$ cat src/verilog/vcm_pkg.sv
// Notes on behaviour
// - Any input can be connected to any output, and disconnected again.
// - Connections hold kind (plain or 1+1 protected), direction and point ids.
// - Broadcast is several connections sharing one input.
// - Reconfiguring protection, legs or timers leaves idle traffic undisturbed.
// - An unequipped VC-12 generator is built in.
// - Unconnected outputs carry unequipped signal, valid frame start, no fail.
// - Linear subnetwork protection groups are optional per connection.
// - Protection is 1+1, no signalling channel, no extra traffic.
// - Sink selects working or protection from fail, degrade and commands.
// - Source bridges the normal input permanently to working and protection outputs.
// - Inherent kind uses server fail; other kinds use trail fail and degrade.
// - Revertive and non-revertive supported; restore wait about 5 to 12 minutes.
// - Hold-off programmable 0 to 10 seconds in 100 ms steps.
// - Revertive takes barred, forced, manual, clear; non-revertive targets either channel.
// - Signals are byte streams in 500 us frames marked by frame start.
// - Unequipped signal carries an all-zero tandem connection byte.
`default_nettype none
package vcm_pkg;
  localparam int CLK_MHZ = 250;
  localparam int TICK_MS = 100;
  localparam int TICK_CYC = TICK_MS * 1000 * CLK_MHZ;
  localparam int HOLD_MAX_MS = 10000;
  localparam int WTR_MIN_MS = 300000;
  localparam int BYTE_W = 8;
  localparam int IDX_W = 2;
  localparam int CMD_W = 3;
  localparam int HOLD_W = 7;
  localparam int WTR_W = 13;
  localparam int CONN_W = 7;
  localparam int ADDR_W = 8;
  localparam int REG_BYTES = 4;
  localparam logic [HOLD_W-1:0] HOLD_MAX = HOLD_W'(HOLD_MAX_MS / TICK_MS);
  localparam logic [WTR_W-1:0] WTR_RST = WTR_W'(WTR_MIN_MS / TICK_MS);
  localparam logic PROT_REV_RST = 1'b1;
  localparam logic [BYTE_W-1:0] UNEQ_BYTE = 8'h00;
  ////////////////////////////////////////////////////////////////////////
  localparam logic [ADDR_W-1:0] ADDR_CONN0 = 8'h00;
  localparam logic [ADDR_W-1:0] ADDR_PROT = 8'h10;
  localparam logic [ADDR_W-1:0] ADDR_CMD = 8'h14;
  localparam logic [ADDR_W-1:0] ADDR_STAT = 8'h18;
  localparam int CONN_WORK_LSB = 0;
  localparam int CONN_PROT_LSB = 2;
  localparam int CONN_EN_BIT = 4;
  localparam int CONN_PROTD_BIT = 5;
  localparam int CONN_BIDIR_BIT = 6;
  localparam int PROT_KIND_LSB = 0;
  localparam int PROT_REV_BIT = 2;
  localparam int PROT_HOLD_LSB = 4;
  localparam int PROT_WTR_LSB = 16;
  localparam int CMD_CODE_LSB = 0;
  localparam int CMD_GRP_LSB = 4;
  ////////////////////////////////////////////////////////////////////////
  typedef enum logic [1:0] {
    KIND_INHERENT = 2'h0,
    KIND_NONINTRUSIVE = 2'h1,
    KIND_SUBLAYER = 2'h2
  } vcm_kind_t;
  typedef enum logic [CMD_W-1:0] {
    CMD_CLEAR = 3'h0,
    CMD_BARRED = 3'h1,
    CMD_FORCE_P = 3'h2,
    CMD_FORCE_W = 3'h3,
    CMD_MANUAL_P = 3'h4,
    CMD_MANUAL_W = 3'h5
  } vcm_cmd_t;
  typedef enum logic [2:0] {
    DEC_NONE = 3'h0,
    DEC_CONN = 3'h1,
    DEC_PROT = 3'h2,
    DEC_CMD = 3'h3,
    DEC_STAT = 3'h4
  } vcm_dec_t;
endpackage
`default_nettype wire

$ cat src/verilog/vcm_matrix.sv
`timescale 1ns/1ns
`default_nettype none
module vcm_matrix
  import vcm_pkg::*;
#(
  parameter int NUM_IN = 4,
  parameter int NUM_OUT = 4,
  parameter int TICK_CYCLES = TICK_CYC
) (
  // Clock and reset
  input wire logic sys_clk,
  input wire logic rst_n,
  // APB slave
  input wire logic psel,
  input wire logic penable,
  input wire logic pwrite,
  input wire logic [ADDR_W-1:0] paddr,
  input wire logic [31:0] pwdata,
  output logic [31:0] prdata,
  output logic pready,
  output logic pslverr,
  // Incoming path signals, one lane per input point
  input wire logic [NUM_IN*BYTE_W-1:0] path_signal_data,
  input wire logic [NUM_IN-1:0] path_signal_clock,
  input wire logic [NUM_IN-1:0] path_signal_frame_start,
  input wire logic [NUM_IN-1:0] path_server_fail_flag,
  input wire logic [NUM_IN-1:0] adapted_trail_fail_flag,
  input wire logic [NUM_IN-1:0] adapted_trail_degrade_flag,
  // Common timing
  input wire logic common_timing_clock,
  input wire logic common_timing_frame_start,
  // Outgoing path signals, one lane per output point
  output logic [NUM_OUT*BYTE_W-1:0] out_path_signal_data,
  output logic [NUM_OUT-1:0] out_path_signal_clock,
  output logic [NUM_OUT-1:0] out_path_signal_frame_start,
  output logic [NUM_OUT-1:0] out_path_server_fail_flag
);
  typedef struct packed {
    logic [1:0][NUM_IN*BYTE_W-1:0] s_d;
    logic [1:0][NUM_IN-1:0] s_ck;
    logic [1:0][NUM_IN-1:0] s_fs;
    logic [1:0][NUM_IN-1:0] s_ssf;
    logic [1:0][NUM_IN-1:0] s_tsf;
    logic [1:0][NUM_IN-1:0] s_tsd;
    logic [1:0] s_tck;
    logic [1:0] s_tfs;
    logic [NUM_IN-1:0] ck_d;
    logic tck_d;
    logic tfs_d;
    logic [NUM_IN*BYTE_W-1:0] c_d;
    logic [NUM_IN-1:0] c_fs;
    logic [NUM_OUT-1:0][CONN_W-1:0] shadow;
    logic [NUM_OUT-1:0][CONN_W-1:0] active;
    vcm_kind_t kind;
    logic rev;
    logic [HOLD_W-1:0] hold;
    logic [WTR_W-1:0] wait_to_restore;
    logic cmd_v;
    logic [CMD_W-1:0] cmd;
    logic [IDX_W-1:0] grp;
    logic [31:0] tick_cnt;
    logic tick;
    logic [NUM_OUT*BYTE_W-1:0] o_d;
    logic [NUM_OUT-1:0] o_ck;
    logic [NUM_OUT-1:0] o_fs;
    logic [NUM_OUT-1:0] o_ssf;
    logic [31:0] rd;
    logic err;
  } vcm_mx_t;

  vcm_mx_t r;
  vcm_mx_t next_r;
  logic fs_edge;
  logic [NUM_OUT-1:0] sel_vec;
  logic [NUM_OUT-1:0] busy_vec;
  logic [IDX_W-1:0] src;
  logic [IDX_W-1:0] ridx;
  logic [IDX_W-1:0] widx;
  vcm_dec_t rdec;
  vcm_dec_t wdec;
  ////////////////////////////////////////////////////////////////////////
  function automatic vcm_dec_t decode(input logic [ADDR_W-1:0] a);
    if (a[1:0] != 2'h0) return DEC_NONE;
    else if (int'(a) < int'(ADDR_CONN0) + NUM_OUT * REG_BYTES) return DEC_CONN;
    else if (a == ADDR_PROT) return DEC_PROT;
    else if (a == ADDR_CMD) return DEC_CMD;
    else if (a == ADDR_STAT) return DEC_STAT;
    else return DEC_NONE;
  endfunction

  function automatic logic [IDX_W-1:0] conn_work(input logic [CONN_W-1:0] c);
    return c[CONN_WORK_LSB +: IDX_W];
  endfunction

  function automatic logic [IDX_W-1:0] conn_prot(input logic [CONN_W-1:0] c);
    return c[CONN_PROT_LSB +: IDX_W];
  endfunction

  // Criteria follow the protection kind
  function automatic logic fail_of(input vcm_kind_t k, input logic server_signal_fail, input logic trail_signal_fail);
    return (k == KIND_INHERENT) ? server_signal_fail : trail_signal_fail;
  endfunction

  function automatic logic deg_of(input vcm_kind_t k, input logic trail_signal_degrade);
    return (k == KIND_INHERENT) ? 1'b0 : trail_signal_degrade;
  endfunction
  ////////////////////////////////////////////////////////////////////////
  // Frame boundary of the common timing, seen after the synchroniser
  assign fs_edge = r.s_tfs[1] && !r.tfs_d;
  assign ridx = paddr[IDX_W+1:2];
  assign widx = paddr[IDX_W+1:2];
  assign rdec = decode(paddr);
  assign wdec = decode(paddr);

  always_comb begin
    next_r = r;
    src = '0;
    // Every path and timing pin passes two flops before anything looks at it
    next_r.s_d = {r.s_d[0], path_signal_data};
    next_r.s_ck = {r.s_ck[0], path_signal_clock};
    next_r.s_fs = {r.s_fs[0], path_signal_frame_start};
    next_r.s_ssf = {r.s_ssf[0], path_server_fail_flag};
    next_r.s_tsf = {r.s_tsf[0], adapted_trail_fail_flag};
    next_r.s_tsd = {r.s_tsd[0], adapted_trail_degrade_flag};
    next_r.s_tck = {r.s_tck[0], common_timing_clock};
    next_r.s_tfs = {r.s_tfs[0], common_timing_frame_start};
    next_r.ck_d = r.s_ck[1];
    next_r.tck_d = r.s_tck[1];
    next_r.tfs_d = r.s_tfs[1];
    // Each lane's byte and frame marker are taken on its own clock's rising edge
    for (int i = 0; i < NUM_IN; i++) begin
      if (r.s_ck[1][i] && !r.ck_d[i]) begin
        next_r.c_d[i*BYTE_W +: BYTE_W] = r.s_d[1][i*BYTE_W +: BYTE_W];
        next_r.c_fs[i] = r.s_fs[1][i];
      end
    end
    // Coarse tick that paces hold-off and restore wait
    next_r.tick = 1'b0;
    if (r.tick_cnt >= 32'(TICK_CYCLES - 1)) begin
      next_r.tick_cnt = '0;
      next_r.tick = 1'b1;
    end else begin
      next_r.tick_cnt = r.tick_cnt + 32'h0000_0001;
    end
    // Staged connections go live together, so both legs of a bridge move at once
    if (fs_edge) next_r.active = r.shadow;
    ////////////////////////////////////////////////////////////////////////
    for (int k = 0; k < NUM_OUT; k++) begin
      src = sel_vec[k] ? conn_prot(r.active[k]) : conn_work(r.active[k]);
      if (r.active[k][CONN_EN_BIT] && int'(src) < NUM_IN) begin
        next_r.o_d[k*BYTE_W +: BYTE_W] = r.c_d[src*BYTE_W +: BYTE_W];
        next_r.o_ck[k] = r.ck_d[src];
        next_r.o_fs[k] = r.c_fs[src];
        next_r.o_ssf[k] = r.s_ssf[1][src];
      end else begin
        // Unequipped filler: all-zero bytes, so the tandem byte is zero too
        next_r.o_d[k*BYTE_W +: BYTE_W] = UNEQ_BYTE;
        next_r.o_ck[k] = r.tck_d;
        next_r.o_fs[k] = r.tfs_d;
        next_r.o_ssf[k] = 1'b0;
      end
    end
    ////////////////////////////////////////////////////////////////////////
    // Read data is latched in the setup cycle so prdata comes from a flop
    next_r.cmd_v = 1'b0;
    if (psel && !penable) begin
      next_r.rd = '0;
      next_r.err = 1'b0;
      if (rdec == DEC_CONN) begin
        next_r.rd[CONN_W-1:0] = r.shadow[ridx];
      end else if (rdec == DEC_PROT) begin
        next_r.rd[PROT_KIND_LSB +: 2] = r.kind;
        next_r.rd[PROT_REV_BIT] = r.rev;
        next_r.rd[PROT_HOLD_LSB +: HOLD_W] = r.hold;
        next_r.rd[PROT_WTR_LSB +: WTR_W] = r.wait_to_restore;
      end else if (rdec == DEC_CMD) begin
        next_r.rd = '0;
      end else if (rdec == DEC_STAT) begin
        for (int k = 0; k < NUM_OUT; k++) begin
          next_r.rd[2*k] = sel_vec[k];
          next_r.rd[2*k+1] = busy_vec[k];
        end
      end else begin
        next_r.err = 1'b1;
      end
    end
    if (psel && penable && pwrite) begin
      if (wdec == DEC_CONN) begin
        // Staged only; live traffic is untouched until the next frame start
        next_r.shadow[widx] = pwdata[CONN_W-1:0];
      end else if (wdec == DEC_PROT) begin
        // Timers and mode apply live; they only pace future decisions
        next_r.kind = vcm_kind_t'(pwdata[PROT_KIND_LSB +: 2]);
        next_r.rev = pwdata[PROT_REV_BIT];
        next_r.wait_to_restore = pwdata[PROT_WTR_LSB +: WTR_W];
        if (pwdata[PROT_HOLD_LSB +: HOLD_W] > HOLD_MAX) next_r.hold = HOLD_MAX;
        else next_r.hold = pwdata[PROT_HOLD_LSB +: HOLD_W];
      end else if (wdec == DEC_CMD) begin
        next_r.cmd_v = 1'b1;
        next_r.cmd = pwdata[CMD_CODE_LSB +: CMD_W];
        next_r.grp = pwdata[CMD_GRP_LSB +: IDX_W];
      end
    end
  end
  ////////////////////////////////////////////////////////////////////////
  always_ff @(posedge sys_clk) begin
    if (!rst_n) begin
      r <= '{kind: KIND_INHERENT, rev: PROT_REV_RST, wait_to_restore: WTR_RST, default: '0};
    end else begin
      r <= next_r;
    end
  end

  assign prdata = r.rd;
  assign pready = psel && penable;
  assign pslverr = psel && penable && r.err;
  assign out_path_signal_data = r.o_d;
  assign out_path_signal_clock = r.o_ck;
  assign out_path_signal_frame_start = r.o_fs;
  assign out_path_server_fail_flag = r.o_ssf;
  ////////////////////////////////////////////////////////////////////////
  // One 1+1 selector per output; no signalling channel, no extra traffic
  genvar g;
  generate
    for (g = 0; g < NUM_OUT; g++) begin : g_grp
      logic [IDX_W-1:0] wi;
      logic [IDX_W-1:0] pi;
      assign wi = conn_work(r.active[g]);
      assign pi = conn_prot(r.active[g]);
      vcm_snc_sel u_sel (
        .sys_clk(sys_clk),
        .rst_n(rst_n),
        .tick(r.tick),
        .frame_edge(fs_edge),
        .protected_en(r.active[g][CONN_EN_BIT] && r.active[g][CONN_PROTD_BIT]),
        .revertive_select(r.rev),
        .holdoff_delay(r.hold),
        .restore_wait_period(r.wait_to_restore),
        .fail_w(fail_of(r.kind, r.s_ssf[1][wi], r.s_tsf[1][wi])),
        .deg_w(deg_of(r.kind, r.s_tsd[1][wi])),
        .fail_p(fail_of(r.kind, r.s_ssf[1][pi], r.s_tsf[1][pi])),
        .deg_p(deg_of(r.kind, r.s_tsd[1][pi])),
        .cmd_valid(r.cmd_v && r.grp == IDX_W'(g)),
        .external_switch_command(r.cmd),
        .sel_prot(sel_vec[g]),
        .busy(busy_vec[g])
      );
    end
  endgenerate
  ////////////////////////////////////////////////////////////////////////
  property p_uneq_out;
    @(posedge sys_clk) disable iff (!rst_n)
      !r.active[0][CONN_EN_BIT] |=>
        (out_path_signal_data[BYTE_W-1:0] == UNEQ_BYTE && !out_path_server_fail_flag[0]);
  endproperty
  a_uneq_out: assert property (p_uneq_out) else $error("idle output not unequipped");
  property p_uneq_fs;
    @(posedge sys_clk) disable iff (!rst_n)
      !r.active[0][CONN_EN_BIT] |=> out_path_signal_frame_start[0] == $past(r.tfs_d);
  endproperty
  a_uneq_fs: assert property (p_uneq_fs) else $error("unequipped frame start wrong");
  property p_apply_frame;
    @(posedge sys_clk) disable iff (!rst_n) $changed(r.active) |-> $past(fs_edge);
  endproperty
  a_apply_frame: assert property (p_apply_frame) else $error("connection moved off frame");
  property p_conn_write;
    @(posedge sys_clk) disable iff (!rst_n)
      (psel && penable && pwrite && paddr == ADDR_CONN0) |=>
        r.shadow[0] == $past(pwdata[CONN_W-1:0]);
  endproperty
  a_conn_write: assert property (p_conn_write) else $error("connection write lost");
  property p_bridge;
    @(posedge sys_clk) disable iff (!rst_n)
      (r.active[0] == r.active[1] && r.active[0][CONN_EN_BIT]
       && !r.active[0][CONN_PROTD_BIT]) |=>
        out_path_signal_data[BYTE_W-1:0] == out_path_signal_data[2*BYTE_W-1:BYTE_W];
  endproperty
  a_bridge: assert property (p_bridge) else $error("bridged legs differ");
endmodule
`default_nettype wire

$ cat src/verilog/vcm_snc_sel.sv
`timescale 1ns/1ns
`default_nettype none
module vcm_snc_sel
  import vcm_pkg::*;
(
  // Clock and reset
  input wire logic sys_clk,
  input wire logic rst_n,
  // Timing
  input wire logic tick,
  input wire logic frame_edge,
  // Group settings
  input wire logic protected_en,
  input wire logic revertive_select,
  input wire logic [HOLD_W-1:0] holdoff_delay,
  input wire logic [WTR_W-1:0] restore_wait_period,
  // Channel conditions
  input wire logic fail_w,
  input wire logic deg_w,
  input wire logic fail_p,
  input wire logic deg_p,
  // External command
  input wire logic cmd_valid,
  input wire logic [CMD_W-1:0] external_switch_command,
  // Result
  output logic sel_prot,
  output logic busy
);
  typedef enum logic [2:0] {
    SS_WORK = 3'b001,
    SS_PROT = 3'b010,
    SS_WTR = 3'b100
  } vcm_sel_st_t;
  typedef struct packed {
    vcm_sel_st_t st;
    vcm_cmd_t cmd;
    logic [HOLD_W-1:0] hold_w;
    logic [HOLD_W-1:0] hold_p;
    logic [WTR_W-1:0] wtr_cnt;
    logic sel;
  } vcm_sel_t;
  vcm_sel_t r;
  vcm_sel_t next_r;
  logic sf_w, sd_w, sf_p, sd_p, has_req, want_p;
  vcm_cmd_t cmd_in;
  assign cmd_in = vcm_cmd_t'(external_switch_command);
  ////////////////////////////////////////////////////////////////////////
  always_comb begin
    next_r = r;
    // Conditions count whole ticks before they are believed
    if (!(fail_w || deg_w)) next_r.hold_w = '0;
    else if (tick && r.hold_w < holdoff_delay) next_r.hold_w = r.hold_w + 1'b1;
    if (!(fail_p || deg_p)) next_r.hold_p = '0;
    else if (tick && r.hold_p < holdoff_delay) next_r.hold_p = r.hold_p + 1'b1;
    sf_w = fail_w && (r.hold_w >= holdoff_delay);
    sd_w = deg_w && (r.hold_w >= holdoff_delay);
    sf_p = fail_p && (r.hold_p >= holdoff_delay);
    sd_p = deg_p && (r.hold_p >= holdoff_delay);
    if (cmd_valid) begin
      if (cmd_in == CMD_CLEAR) next_r.cmd = CMD_CLEAR;
      else if (!(revertive_select && (cmd_in == CMD_FORCE_W || cmd_in == CMD_MANUAL_W)))
        next_r.cmd = cmd_in;
    end
    has_req = 1'b1;
    want_p = 1'b0;
    if (r.cmd == CMD_BARRED) want_p = 1'b0;
    else if (r.cmd == CMD_FORCE_P) want_p = 1'b1;
    else if (r.cmd == CMD_FORCE_W) want_p = 1'b0;
    else if (sf_w && !sf_p) want_p = 1'b1;
    else if (sf_p) want_p = 1'b0;
    else if (sd_w && !sd_p) want_p = 1'b1;
    else if (sd_p) want_p = 1'b0;
    else if (r.cmd == CMD_MANUAL_P) want_p = 1'b1;
    else if (r.cmd == CMD_MANUAL_W) want_p = 1'b0;
    else has_req = 1'b0;
    if (!protected_en) begin
      next_r.st = SS_WORK;
      next_r.cmd = CMD_CLEAR;
    end else if (has_req) begin
      next_r.st = want_p ? SS_PROT : SS_WORK;
      next_r.wtr_cnt = '0;
    end else begin
      case (r.st)
        SS_PROT: begin
          if (revertive_select) begin
            next_r.st = SS_WTR;
            next_r.wtr_cnt = '0;
          end
        end
        SS_WTR: begin
          if (!revertive_select) begin
            next_r.st = SS_PROT;
          end else if (tick) begin
            next_r.wtr_cnt = r.wtr_cnt + 1'b1;
            if (next_r.wtr_cnt >= restore_wait_period) next_r.st = SS_WORK;
          end
        end
        SS_WORK: ;
        default: next_r.st = SS_WORK;
      endcase
    end
    // A switch mid-frame would hand a torn frame downstream
    if (frame_edge) next_r.sel = (next_r.st != SS_WORK);
  end

  always_ff @(posedge sys_clk) begin
    if (!rst_n) r <= '{st: SS_WORK, cmd: CMD_CLEAR, default: '0};
    else r <= next_r;
  end

  assign sel_prot = r.sel;
  assign busy = (r.st != SS_WORK) || (r.cmd != CMD_CLEAR);
  ////////////////////////////////////////////////////////////////////////
  property p_unprot_work;
    @(posedge sys_clk) disable iff (!rst_n) (!protected_en && frame_edge) |=> !sel_prot;
  endproperty
  a_unprot_work: assert property (p_unprot_work) else $error("unprotected leg left on protection");
  property p_sel_at_frame;
    @(posedge sys_clk) disable iff (!rst_n) $changed(sel_prot) |-> $past(frame_edge);
  endproperty
  a_sel_at_frame: assert property (p_sel_at_frame) else $error("selector moved off a frame start");
  property p_barred;
    @(posedge sys_clk) disable iff (!rst_n)
      (protected_en && r.cmd == CMD_BARRED && frame_edge) |=> !sel_prot;
  endproperty
  a_barred: assert property (p_barred) else $error("barred group not on working");
  property p_forced;
    @(posedge sys_clk) disable iff (!rst_n)
      (protected_en && r.cmd == CMD_FORCE_P && frame_edge) |=> sel_prot;
  endproperty
  a_forced: assert property (p_forced) else $error("forced switch not on protection");
  // A command already on its way may move the selector at once, hold-off or not
  property p_holdoff;
    @(posedge sys_clk) disable iff (!rst_n)
      (protected_en && r.st == SS_WORK && r.cmd == CMD_CLEAR && r.hold_w == '0
       && holdoff_delay > 7'h01 && !fail_p && !deg_p && !cmd_valid) |=> r.st == SS_WORK [*2];
  endproperty
  a_holdoff: assert property (p_holdoff) else $error("switched inside hold-off");
  property p_fail_switch;
    @(posedge sys_clk) disable iff (!rst_n)
      (protected_en && r.cmd == CMD_CLEAR && sf_w && !fail_p && !deg_p) |=> r.st == SS_PROT;
  endproperty
  a_fail_switch: assert property (p_fail_switch) else $error("working fail not switched");
  property p_wtr_hold;
    @(posedge sys_clk) disable iff (!rst_n)
      (protected_en && r.st == SS_WTR && revertive_select && !tick && !fail_p && !deg_p
       && r.cmd == CMD_CLEAR) |=> r.st != SS_WORK;
  endproperty
  a_wtr_hold: assert property (p_wtr_hold) else $error("reverted before restore wait");
endmodule
`default_nettype wire

$ cat config.mk
export PLATFORM = sky130hd
export DESIGN_NAME = vcm_matrix
export DESIGN_NICKNAME = d
export VERILOG_FILES = /design/src/verilog/vcm_pkg.sv /design/src/verilog/vcm_matrix.sv /design/src/verilog/vcm_snc_sel.sv
export SDC_FILE = /design/constraint.sdc
export NUM_CORES = 1
export LEC_CHECK = 0
export ABC_CLOCK_PERIOD_IN_PS = 3100
export BUFFER_PORTS_ARGS = -buffer_cell sky130_fd_sc_hd__buf_2
export CORE_MARGIN = 5
export CORE_UTILIZATION = 55
export DETAILED_ROUTE_END_ITERATION = 10
export PLACE_DENSITY_LB_ADDON = 0.2
export SYNTH_ARGS = -nofsm -noshare
export SYNTH_HDL_FRONTEND = slang
export SYNTH_SLANG_ARGS = --single-unit
$ cat constraint.sdc
create_clock -name sys_clk -period 3.1 [get_ports sys_clk]
set_input_delay 0.62 -clock sys_clk [delete_from_list [all_inputs] [get_ports sys_clk]]
set_output_delay 0.62 -clock sys_clk [all_outputs]
set_load 0.02 [all_outputs]
== After elaboration in Yosys (flattened, before gate mapping) ==
Index checks and enable logic that the tools add are counted.

* Bits in registers: 477
* Input bits: 99
* Output and inout bits: 78
* Logic and storage cells: 564

* Add/sub/neg operators: 13
* Order comparisons: 37
* Eq/ne operators: 65
* Shifts and indexed selects: 4
* Muxes and demuxes: 244
* Bitwise gates (word level): 4
* Reductions and logical operators: 119

{| class="wikitable"
|+ Operator list
! cell !! number
|-
| $mux 13 || 14
|-
| $mux 1 || 134
|-
| $shiftx 32x6->8 || 4
|-
| $pmux 13 s2 || 4
|-
| $mux 3 || 32
|-
| $bmux 1 s2 || 36
|-
| $add 7x1->7 const B || 8
|-
| $ge 7x7->1 || 8
|-
| $lt 7x7->1 || 8
|-
| $add 13x1->13 const B || 4
|-
| $ge 13x13->1 || 4
|-
| $logic_and 1x1->1 || 51
|-
| $eq 3x2->1 const B || 15
|-
| $eq 3x3->1 const B || 14
|-
| $reduce_and 2->1 || 21
|-
| $lt 2x3->1 const B || 13
|-
| $ne 3x2->1 const B || 12
|-
| $pmux 3 s3 || 4
|-
| $mux 7 || 5
|-
| $add 32x1->32 const B || 1
|-
| $ge 32x25->1 const B || 1
|-
| $bwmux 28 || 1
|-
| $eq 3x1->1 const B || 9
|-
| $eq 8x5->1 const B || 3
|-
| other kinds (25) || 80
|}

== Depth between registers and ports, before layout ==
Gate-level depths: netlist (run 1).

* Depth in word-level cells: 16
* Gate-level depth with buffers: 16
* Mapped depth without buffers: 15

== Hierarchy ==
Synthesis (run 1) repeated with hierarchy kept, for this count alone.

* Cells, all modules: 2,553
* Area total of the unflattened synthesis: 23,442.5 µm²

{| class="wikitable"
|+ By module, submodules not included
! module !! instances !! cells an instance !! area each (µm²) !! sequential area each (µm²)
|-
| vcm_matrix || 1 || 1,311 || 13,475.4 || 6,666.4
|-
| vcm_snc_sel at g_grp[0].u_sel ... || 3 || 311 || 2,486.1 || 680.7
|-
| vcm_snc_sel at g_grp[3].u_sel || 1 || 309 || 2,508.7 || 680.7
|}

== Worst setup path before layout (run 1) ==
Ideal clock, no wire load.

* Kind: reg-to-reg
* Start point: reg g_grp[2].u_sel.r[1] in the netlist's numbering
* End point: reg g_grp[2].u_sel.r[31] in the netlist's numbering
* Setup time: 127 ps
* Arrival: 3,233 ps
* Required time: 2,973 ps
* Path slack: -260 ps
* Cell stages (with the launch flop): 16
* Buffers on the path: 1
* Clock period less this slack: 3,360 ps
* Cells stage by stage: dfxtp_1 > ha_1 > nand3_1 > or2_2 > clkbuf_1 > nor2_1 > and3_1 > nand3_1 > xnor2_1 > ha_1 > a21oi_1 > o21ai_0 > a41o_1 > o311a_1 > o211ai_1 > or3b_1

* Cells in the longest elaborated chain, start to end: 8

{| class="wikitable"
|+ Ends and longest elaborated chain
! item !! RTL line !! RTL
|-
| start, declared || vcm_snc_sel.sv:42 || <nowiki>vcm_sel_t r;</nowiki>
|-
| start signal, assigned || vcm_snc_sel.sv:108 || <nowiki>else r <= next_r;</nowiki>
|-
| $add 13x1->13 || vcm_snc_sel.sv:94 || <nowiki>next_r.wtr_cnt = r.wtr_cnt + 1'b1;</nowiki>
|-
| $ge 13x13->1 || vcm_snc_sel.sv:95 || <nowiki>if (next_r.wtr_cnt >= restore_wait_period) next_r.st = SS_WORK;</nowiki>
|-
| $mux 3 || vcm_snc_sel.sv:95 ||
|-
| $mux 3 || vcm_snc_sel.sv:93 || <nowiki>end else if (tick) begin</nowiki>
|-
| $mux 3 || vcm_snc_sel.sv:91 || <nowiki>if (!revertive_select) begin</nowiki>
|-
| $pmux 3 s3 || vcm_snc_sel.sv:83 || <nowiki>case (r.st)</nowiki>
|-
| $mux 3 || vcm_snc_sel.sv:79 || <nowiki>end else if (has_req) begin</nowiki>
|-
| $mux 3 || vcm_snc_sel.sv:76 || <nowiki>if (!protected_en) begin</nowiki>
|}

No other way between the ends.
A chain may end at the register's enable or synchronous reset.

== Worst setup path after layout (run 1) ==
Same ends and word-level chain as after synthesis.

==> impl.org, run 1 <==
** Cells and area
- The layout has 3501 filler cells.
- Leading cell type in the layout, fill and taps excluded :: dfxtp_1
- Area delta synth->final :: 14.4%
- Cells fill 63.4% of the core in the end.
- The final layout contains 2905 nets.
- Across the whole layout, storage elements account for 0.00940 sq mm.
- The multi-input combinational cells in the finished layout cover a total of 0.0129 sq mm.
- The post-route netlist has 18.5% of its cells at a drive strength greater than 1.
- The finished cells cover 0.0265 sq mm.
- Leaving out fill and tap cells, the most frequent cells in the layout are dfxtp_1, nand2_1, nor2_1, buf_2, a21oi_1.

** Routing
- The first TritonRoute pass finished after 5 iterations.
- Dividing the detail-routed wire length by the instance count gives 18.4 microns.
- In this run the remaining antenna-violating nets after routing total 0.
- Vias per cell :: 5.79
- For this block, the routed nets add up to 60000 microns of wire.
- After detailed routing, the met3 layer carries 3430 microns of wire.
- Detailed routing placed a total of 29100 microns of wire on met2.
- Number of design-rule violations left by the first detailed-router iteration :: 1108
- The routed layout has 18900 vias.
- In the routed design, unresolved DRC markers number 0.
- For this block, wires on met1 add up to 24800 microns.
- Top Metal Used :: met4

** Logic synthesis
- Yosys mapped a number of flops with a built-in enable equal to 0.
- Yosys cell types :: 85
- Post-synthesis cell count :: 2549
- Async SR Flop Fraction :: 0%
- Among all flip-flop cells after synthesis, the most frequent one is dfxtp_1.
- The synthesized design contains 469 register bits.
- Dividing the synthesized area by the synthesized cell count gives 9.08 sq um.
- For this run, the register share of the synthesized area comes to 40.6%.
- The cell area that synthesis handed to floorplanning was 0.0231 sq mm.
- Count of warnings emitted by yosys :: 0

** Floorplan
- Die Outline Area :: 0.0463 sq mm
- For this design the top-level I/O count stands at 177.
- Area inside the core boundary :: 0.0418 sq mm
- Die H :: 215 microns
- After floorplanning, the core was divided into 75 placement rows.
- Width of the die :: 215 microns
- For this configuration, the core starts out at a cell density of 55.4%.

** STA
- # setup viols final :: 0
- The final hold violation count is 0.
- The worst pin sits at a relative slew slack of 40.2%.
- Max Clock Skew :: 20.8 ps
- After layout, the minimum clock period comes to 3010 ps.
- Maximum frequency from static timing analysis :: 0.332 GHz
- For the pin with the worst max-slew slack, the measured transition is 897 ps.
- Portion of the clock cycle consumed by the worst path in the final layout :: 97.2%
- The count of final max-slew check failures came to 0.

** Setup path
- The largest individual stage delay along the critical path comes from the cell or3b_1.
- Top delay family on crit path :: simple AND/OR/NAND/NOR gates
- For the worst setup path, the data arrival time is 3480 ps.
- The worst setup path is launched from a flip-flop.
- The critical path goes through ha_4, nand3_2, or2_4, nor2_4, and3_4, buf_4, xor2_1, ha_1, a21oi_2, o21ai_2, a41o_1, o311a_1, o211ai_1, or3b_1.
- The setup path with the least slack is of type reg -> reg.
- Along the worst path, the maximum fanout reaches 3.
- The number of buffers and inverters on the critical path is 1.
- STA classifies the critical path endpoint as a flip-flop.
- On the worst path, the slowest cell contributes a delay of 370 ps.
- Required time of the critical path :: 3560 ps

** Clocking
- Number of buffers created by CTS :: 48
- Cts-stage hold buffer count :: 0
- Clock sinks :: 469
- After clock tree synthesis, the clock-pin slew on the worst setup and hold paths is 60 ps.
- The later pin in the worst-skew pair is clocked with a latency of 600 ps.
- The clock passes through at most 3 buffers.
- Number of H-tree levels :: 2
- The tree is rooted in a clkbuf_16.
- TritonCTS built the clock tree.

** Global routing
- Number of global-route vias before repair :: 18700
- For this run the aggregate overflow at the end of global routing stands at 0.
- The first global-routing pass estimated 96500 microns of wire.
- Across every metal layer, demand over resource in global routing totals 25.1%.
- The number of antenna violations at the first check in global routing came to 0.
- Entering global routing, the biggest net connects 131 pins.

** Pwr
- Summed over all cells, the static leakage comes to 10.8 nW.
- After layout, the design draws a total of 12.6 mW.
- Power Dens Cells :: 475 mW/mm^2
- Worst supply voltage drop on vdd :: 0.453 mV

** Status
- Run status :: completed

** Min path
- HP Class :: in -> reg

** Placement
- RePlAce Congestion :: 0.895
- Number of buffers added on ports :: 160
- The HPWL after detailed placement is 44100 microns.
- After detailed placement, the total cell area comes to 0.0245 sq mm.

** Run
- The tool flagged a number of max-cap violations equal to 0.
-- state kept, by name, summed over array words and instances (netlist names) --
| register | count |
|---|---|
| next_r | 60 |
| out_path_signal_data | 32 |
| g_grp.u_sel.sel_prot | 4 |
| prdata | 24 |
| g_grp.u_sel.r | 132 |
| r | 189 |
| g_grp.pi | 8 |
| out_path_server_fail_flag | 4 |
| g_grp.wi | 8 |
| out_path_signal_clock | 4 |
| out_path_signal_frame_start | 4 |
-- cells by family after synthesis --
family,after synthesis,share of synthesized area [%]
adders and majority gates,121,6.54
xor gates and xnor gates,105,3.97
AOI/OAI and AO/OA,425,11.6
DFF,469,40.6
buffers and inverters,254,5.51
muxes,135,9.50
other,1,0.0162
and+or+nand+nor,1039,22.3
-- power by group --
| group | total (mW) | internal [mW] | switching (mW) |
|---|---|---|---|
| combinational | 0.438 | 0.172 | 0.266 |
| clock | 5.98 | 3.52 | 2.46 |
| sequential | 6.16 | 6.11 | 0.0505 |
-- cell type report --
type / count / share of cell area (%)
clock inverters: 23 / 1.09
repair buffers: 270 / 6.35
well taps: 539 / 2.55
flip-flops and latches: 469 / 35.5
diodes: 1 / 0.00945
inverters: 56 / 0.803
clock buffers: 65 / 5.16
multi-input cells: 1840 / 48.5
-- path summary, 6_finish.rpt --
check                           startpoint                   end  slack, ps  cells past startpoint
hold / removal    path_server_fail_flag[2]           next_r[263]        220                      2
setup reg to reg       g_grp[2].u_sel.r[1]  g_grp[2].u_sel.r[31]         90                     14
hold reg to reg                next_r[269]                r[269]        430                      1
setup / recovery       g_grp[2].u_sel.r[1]  g_grp[2].u_sel.r[31]         90                     14
-- layer usage --
layer,global-route usage (%),vias up
li1,-,9165
met1,31.3,9020
met2,43.0,578
met3,3.81,140
met4,11.3,0
met5,0,-
-- synth_stat cells (all sizes together), types with 18 or more instances --
| master | n | area (sq um) |
|---|---|---|
| and3 | 81 | 507 |
| nor2b | 39 | 244 |
| o21ai | 91 | 455 |
| mux4 | 66 | 1500 |
| nor2 | 172 | 653 |
| nor3 | 52 | 287 |
| a22oi | 28 | 210 |
| mux2i | 63 | 631 |
| nand4 | 28 | 175 |
| nand3 | 101 | 505 |
| nand2 | 334 | 1250 |
| inv | 56 | 210 |
| nand2b | 24 | 150 |
| dfxtp | 469 | 9390 |
| ha | 121 | 1510 |
| o211ai | 18 | 135 |
| xnor2 | 43 | 377 |
| clkbuf | 93 | 349 |
| and2 | 144 | 901 |
| xor2 | 62 | 543 |
| a21oi | 163 | 823 |
| buf | 105 | 717 |
-- through the flow --
| stage | TNS, ps | setup slack [ps] | hold WS (ps) | std cells |
|---|---|---|---|---|
| 3_3_place_gp | -32.0 | -32.0 | 419 | 3168 |
| 4_1_cts | -53.1 | -53.1 | 193 | 3256 |
| 3_5_place_dp | -199 | -123 | 418 | 3168 |
| 5_1_grt | -56.3 | -36.6 | 208 | 3262 |
| 2_1_floorplan | -35.8 | -35.8 | 412 | 2563 |
| 6_report | 0 | 87.8 | 222 | 3263 |
-- what timing repair did --
| action | 4_1_cts | 5_1_grt |
|---|---|---|
| setup endpoints to repair | 5 | 41 |
| pin swaps | 0 | 25 |
| setup buffers | 0 | 6 |
| gates resized for setup | 6 | 56 |
| cloned | 0 | 0 |
(Power assumes the default switching activity.)
==> run 2: changes to the inputs <==
Settings changed: BUFFER_PORTS_ARGS -buffer_cell sky130_fd_sc_hd__buf_2 to -buffer_cell sky130_fd_sc_hd__clkbuf_2.
==> run 2 against run 1 <==
Count of clock-buffer cells in the layout decreased by 7. Setup slack got worse by 60 ps. Clock skew decreased by 1.5 ps. Utilization about the same. Critical path depth unchanged. Cell area about the same. Sequential cell count unchanged. Sequential share of layout area about the same. Sequential power about the same. Combinational power about the same. Largest cell class unchanged.
==> impl.org, run 2 (same netlist as run 1, synthesis figures left out) <==
** Placement
- Routability-driven placement finished with a final weighted congestion of 0.896.
- After legalization and detailed placement, the total HPWL measured 43500 microns.
- Summing all placed instances gives a cell area of 0.0245 sq mm.
- Input and output buffers added on the ports amount to 160.

** Setup path
- RR Startpoint :: g_grp[2].u_sel.r[1]
- Capturing element type of the critical path :: flip-flop
- Arrival @ worst endpoint :: 3560 ps
- Class of the most critical setup path :: reg -> reg
- Type of element launching the critical path :: flip-flop
- Along the worst path, the maximum fanout reaches 4.
- Among the stages of the critical path, the cell type that occurs most often is nand3_4.
- Crit. Startpoint :: g_grp[2].u_sel.r[1]
- Max stage delay on crit path :: 370 ps
- On the critical path, the stage with the largest delay is an instance of dfxtp_4.
- Data on the critical path is required at its endpoint by 3590 ps.
- Worst path cell trace :: ha_4, nand3_4, or2_4, nor2_4, and3_4, nand3_4, xnor2_2, ha_1, a21oi_2, o21ai_2, a41o_1, o311a_1, o211ai_1, or3b_1

** Cells and area
- For this run, the post-layout net count is 2904.
- Cells with a size suffix above 1 make up 18.4% of the layout.
- Antenna diode count :: 0
- Area delta synth->final :: 14.5%
- Combined flip-flop and latch cell area :: 0.00940 sq mm
- Post-Layout Inst Area :: 0.0265 sq mm
- Number of flip-flops under the largest register name :: 189
- Summing all multi-input logic gate instances after layout gives 0.0128 sq mm.
- Most used cells in the layout excluding fill and tap cells :: dfxtp_1, nand2_1, nor2_1, clkbuf_2, a21oi_1
- The library cell used most frequently in the layout, excluding fill and tap cells, is dfxtp_1.
- Top register by number of flip-flops :: r
- Fill cells in the final layout number 3419.

** Routing
- For this block, the routed nets add up to 59800 microns of wire.
- After detailed routing, the average wire length per cell comes to 18.3 microns.
- For this block, the initial DRC count from the detailed router was 1179.
- First-pass detailed-route iteration total :: 5
- In the routed design, unresolved DRC markers number 0.
- After detailed routing, the number of vias per cell comes to 5.77.
- Via count of the routed design :: 18800
- Remaining antenna violation count after routing :: 0

** Global routing
- The total overflow left after global routing is 0.
- Number of global-route vias before repair :: 18600
- Entering global routing, the biggest net connects 203 pins.
- First-pass GRT wire length :: 96600 microns
- Number of antenna violations at the first check in global routing :: 0
- Total routing resource utilization after global routing :: 25.1%

** STA
- The worst pin sits at a relative slew slack of 40.2%.
- Adding up every negative setup slack in the final design gives 0 ps.
- Slew at the pin closest to its max-slew limit :: 897 ps
- Max Clock Skew :: 19.2 ps
- Pins Over Slew Limit :: 0
- Worst hold slack across all endpoints :: 227 ps
- Setup violations remaining at the end of the flow were counted as 0.
- The routed design could run at a clock period as short as 3070 ps.
- The worst path uses 99.1% of the clock period.
- Final hold vios :: 0
- Setup repair after global routing missed its margin :: yes
- Maximum frequency from static timing analysis :: 0.326 GHz

** Floorplan
- In this run the vertical extent of the chip is 215 microns.
- The die covers 0.0463 sq mm.
- Number of top-level pins :: 177
- After floorplanning, the core was divided into 75 placement rows.
- After floorplanning, the core was sized to cover 0.0418 sq mm.
- Starting utilization of the core area :: 55.4%
- In this run the horizontal extent of the chip is 215 microns.

** Min path
- The min-delay analysis places its worst path in the category in -> reg.
- Worst Hold Launch :: path_signal_data[21]

** Clocking
- Clock tree from TritonCTS :: done
- Number of H-tree levels :: 2
- Number of buffers on the longest clock path :: 3
- Clock latency on the worst-skew pair :: 600 ps
- The tree built by TritonCTS fans out to 469 sinks.
- The root buffer cell chosen for the clock tree is clkbuf_16.
- Clock slew at the register clock pins of the worst setup and hold paths :: 60 ps
- Number of buffers created by CTS :: 48

** Pwr
- For this design the static power due to leakage is 10.8 nW.
- Dividing total power by cell area gives a power density of 478 mW/mm^2.
- Worst supply voltage drop on vdd :: 0.448 mV

** Status
- The flow ran to the end, and the final reports show no timing, DRC or antenna violations.

** Run
- Across the run, the number of max-cap violations was 0.
[run 2: metrics by stage]
step           total power, mW  utilization (%)  std cells  setup slack, ps
6_report                  12.7             63.5       3262             28.2
4_1_cts                   12.8             62.8       3257            -82.9
3_5_place_dp              6.73             58.6       3166             -133
3_3_place_gp              6.72             58.6       3166            -3.95
5_1_grt                   13.1             63.5       3262             -110
2_1_floorplan             6.56                -       2563            -35.8
[run 2: critical path: cells and delay by family, from the launching register on]
family	cells	cell delay, ps
AO/OA/AOI/OAI	5	850
AND/OR/NAND/NOR	6	1070
XOR/XNOR	1	160
adder cells (fa/ha/maj)	2	480
flip-flops	1	370
[run 2: per-layer routing]
| metal | part of all wire [%] | vias to the layer above | global-route usage [%] |
|---|---|---|---|
| li1 | - | 9136 | - |
| met1 | 42 | 9002 | 31.9 |
| met2 | 49 | 544 | 43.0 |
| met3 | 5.2 | 133 | 3.88 |
| met4 | 4.3 | 0 | 10.4 |
| met5 | 0 | - | 0 |
[run 2: repair_timing]
action,in CTS,in global routing
setup endpoints to repair,6,39
gates resized for setup,8,48
setup buffers,2,5
pin swaps,3,17
hold buffers,0,0
gates cloned,0,0
endpoints found under the hold margin,0,0
[run 2: area by class of cell]
class | instances | share of cell area, %
sequential | 469 | 35.5
clock buffer | 58 | 4.94
tap | 539 | 2.54
timing repair buffer | 269 | 6.32
inverter | 56 | 0.803
multi-input combinational | 1840 | 48.5
clock inverter | 31 | 1.45
[run 2: power by group]
group	internal, mW	switching (mW)	leakage (nW)
clock network	3.56	2.51	0.830
registers	6.11	0.0539	3.81
logic	0.173	0.268	6.17
[run 2: worst paths after layout]
path	endpoint	slack (ps)	cells past startpoint
max reg2reg	g_grp[2].u_sel.r[31]	30	14
max	g_grp[2].u_sel.r[31]	30	14
min reg2reg	r[230]	430	2
min	next_r[334]	230	2
==> run 3: changes to the inputs <==
Settings changed: BUFFER_PORTS_ARGS -buffer_cell sky130_fd_sc_hd__clkbuf_2 to not set, CORE_UTILIZATION 55 to 40, DONT_BUFFER_PORTS set to 1, SLEW_MARGIN set to 10.
==> run 3 against run 2 <==
Sequential cell count is the same. Die area grew 36%. Via count is 3.9% lower. Cell count increased by 2.5%. Sequential share of layout area increased by 0.56 points. Worst hold slack lost 120 ps. Utilization shrank 18 points. Count of clock-buffer cells in the layout is 2 higher. Register-to-register slack better by 80 ps. First-iteration DRC count is 10% lower.
==> impl.org, run 3 (same netlist as run 1, synthesis figures left out) <==
** Status
- Run status :: completed

** STA
- Setup repair after global routing missed its margin :: yes
- Portion of the clock cycle consumed by the worst path in the final layout :: 96.5%
- Maximum frequency from static timing analysis :: 0.334 GHz
- The worst pin sits at a relative slew slack of 37.3%.
- Max Clock Skew :: 51.3 ps
- At the pin with the least slew margin, the transition time is 940 ps.
- Setup violations remaining at the end of the flow were counted as 0.
- Minimum period implied by the final worst setup slack :: 2990 ps
- Aggregate negative setup slack :: 0 ps
- Final hold vios :: 0
- Pins Over Slew Limit :: 0
- The worst path meets setup with 108 ps of slack.

** Placement
- Placement Setup Slack :: -106 ps
- DP Cell Count :: 3244
- At the end of routability-driven placement, the weighted congestion stood at 0.868.
- The count of buffers added on input and output ports is 0.
- Detailed placement finished with a half-perimeter wire length of 45400 microns.

** Cells and area
- Count of non-filler cells in the finished layout :: 3345
- Area delta synth->final :: 12.7%
- Share of final-layout standard cells stronger than drive strength 1 :: 13.3%
- The top cell types in the final layout, fill and taps aside, are dfxtp_1, nand2_1, nor2_1, a21oi_1, and2_1.
- More flip-flops sit in one register than any other, and that register is r.
- The register with the most flip-flops in the layout has 189 of them.
- Nets@finish :: 2756
- The library cell used most frequently in the layout, excluding fill and tap cells, is dfxtp_1.

** Setup path
- STA classifies the critical path startpoint as a flip-flop.
- STA classifies the critical path endpoint as a flip-flop.
- Class of the most critical setup path :: reg -> reg
- Data on the critical path is required at its endpoint by 3610 ps.
- Max Fanout on Critical Path :: 3
- For the worst setup path, the data arrival time is 3500 ps.

** Global routing
- First-pass GRT wire length :: 97900 microns
- After global routing the overflow that remains totals 0.
- Total routing resource utilization after global routing :: 19.0%
- Entering global routing, the biggest net connects 235 pins.
- The number of global-route vias before repair came to 17600.
- Number of antenna violations at the first check in global routing :: 0

** Floorplan
- The die covers 0.0628 sq mm.
- The initial utilization of the core area, before any placement, comes to 40.3%.
- In this run the core area contains 88 standard-cell rows.
- From bottom edge to top edge, the die measures 251 microns.
- The floorplan step set the die width to 251 microns.
- The total area inside the core boundary comes to 0.0575 sq mm.
- During I/O placement, the number of pins put on the boundary was 177.

** Min path
- HP Class :: in -> reg

** Routing
- After detailed routing, the total wire length is 62200 microns.
- Number of design-rule violations left by the first detailed-router iteration :: 1058
- Vias per cell :: 5.40
- Remaining antenna violation count after routing :: 0
- Via count of the routed design :: 18100
- Routed length per instance :: 18.6 microns
- First-pass detailed-route iteration total :: 5
- For this run, design rule violations remaining after detail routing come to 0.

** Pwr
- Power Dens Cells :: 504 mW/mm^2
- Design Power :: 13.2 mW
- Standby leakage power :: 10.2 nW
- IR analysis of the VDD net gives a maximum drop of 0.410 mV.

** Clocking
- The number of clock buffers added by TritonCTS is 52.
- The H-tree was split into 2 levels.
- The clock passes through at most 3 buffers.
- The tree is rooted in a clkbuf_16.
- CTS saw 469 sinks.
- TritonCTS built the clock tree.
- Clock slew at the register clock pins of the worst setup and hold paths :: 60 ps
- For the worst-skew pair, the clock arrives at the later sink with an insertion delay of 630 ps.

** Run
- The tool flagged a number of max-cap violations equal to 0.
[run 3: routing by layer]
| layer | routed length, microns | part of all wire (%) | vias to the layer above | track usage, % |
|---|---|---|---|---|
| li1 | - | - | 8851 | - |
| met1 | 27600 | 44 | 8708 | 25.1 |
| met2 | 30000 | 48 | 426 | 32.2 |
| met3 | 3050 | 4.9 | 88 | 3.27 |
| met4 | 1590 | 2.6 | 0 | 5.49 |
| met5 | 0 | 0 | - | 0 |
[run 3: final cells by class]
class,count,area [sq um]
flip-flops and latches,469,9400
repair buffers,117,903
clock buffers,60,1380
diodes,2,5.00
inverters,56,213
multi-input cells,1840,12700
clock inverters,36,503
well taps,765,957
fillers,5574,31400
[run 3: worst paths after layout]
path | to | slack, ps | start | cells past startpoint
worst min-delay path | r[119] | 110 | rst_n | 1
worst min register to register | r[318] | 430 | next_r[318] | 1
worst max-delay path | g_grp[2].u_sel.r[31] | 110 | g_grp[2].u_sel.r[1] | 14
worst max register to register | g_grp[2].u_sel.r[31] | 110 | g_grp[2].u_sel.r[1] | 14
[run 3: metrics by stage]
step	cell area, sq um	hold WS, ps	util (%)
2_1_floorplan	23200	412	-
3_3_place_gp	24000	419	41.8
3_5_place_dp	24000	418	41.8
4_1_cts	25900	57.3	45.1
5_1_grt	26100	79.5	45.4
6_report	26100	107	45.4
[run 3: critical path: stages (launching register included)]
cell and delay, ps:
dfxtp_4 360, ha_4 130, nand3_2 80, or2_4 270, nor2_4 90, and3_4 190, nand3_1 110, xnor2_2 170
ha_1 330, a21oi_2 160, o21ai_2 80, a41o_1 230, o311a_1 140, o211ai_1 210, or3b_1 360
[run 3: where the power goes]
part           total (mW)  switching (mW)  leakage, nW  internal, mW
combinational       0.309           0.184         5.47         0.126
sequential           6.17          0.0610         3.81          6.11
clock                6.67            2.69        0.914          3.98
[run 3: what timing repair did]
action | CTS | global route
gates cloned | 0 | 0
pin swaps | 0 | 14
endpoints found under the setup margin | 5 | 39
hold buffers | 0 | 0
setup buffers | 0 | 3
gates resized for setup | 5 | 33
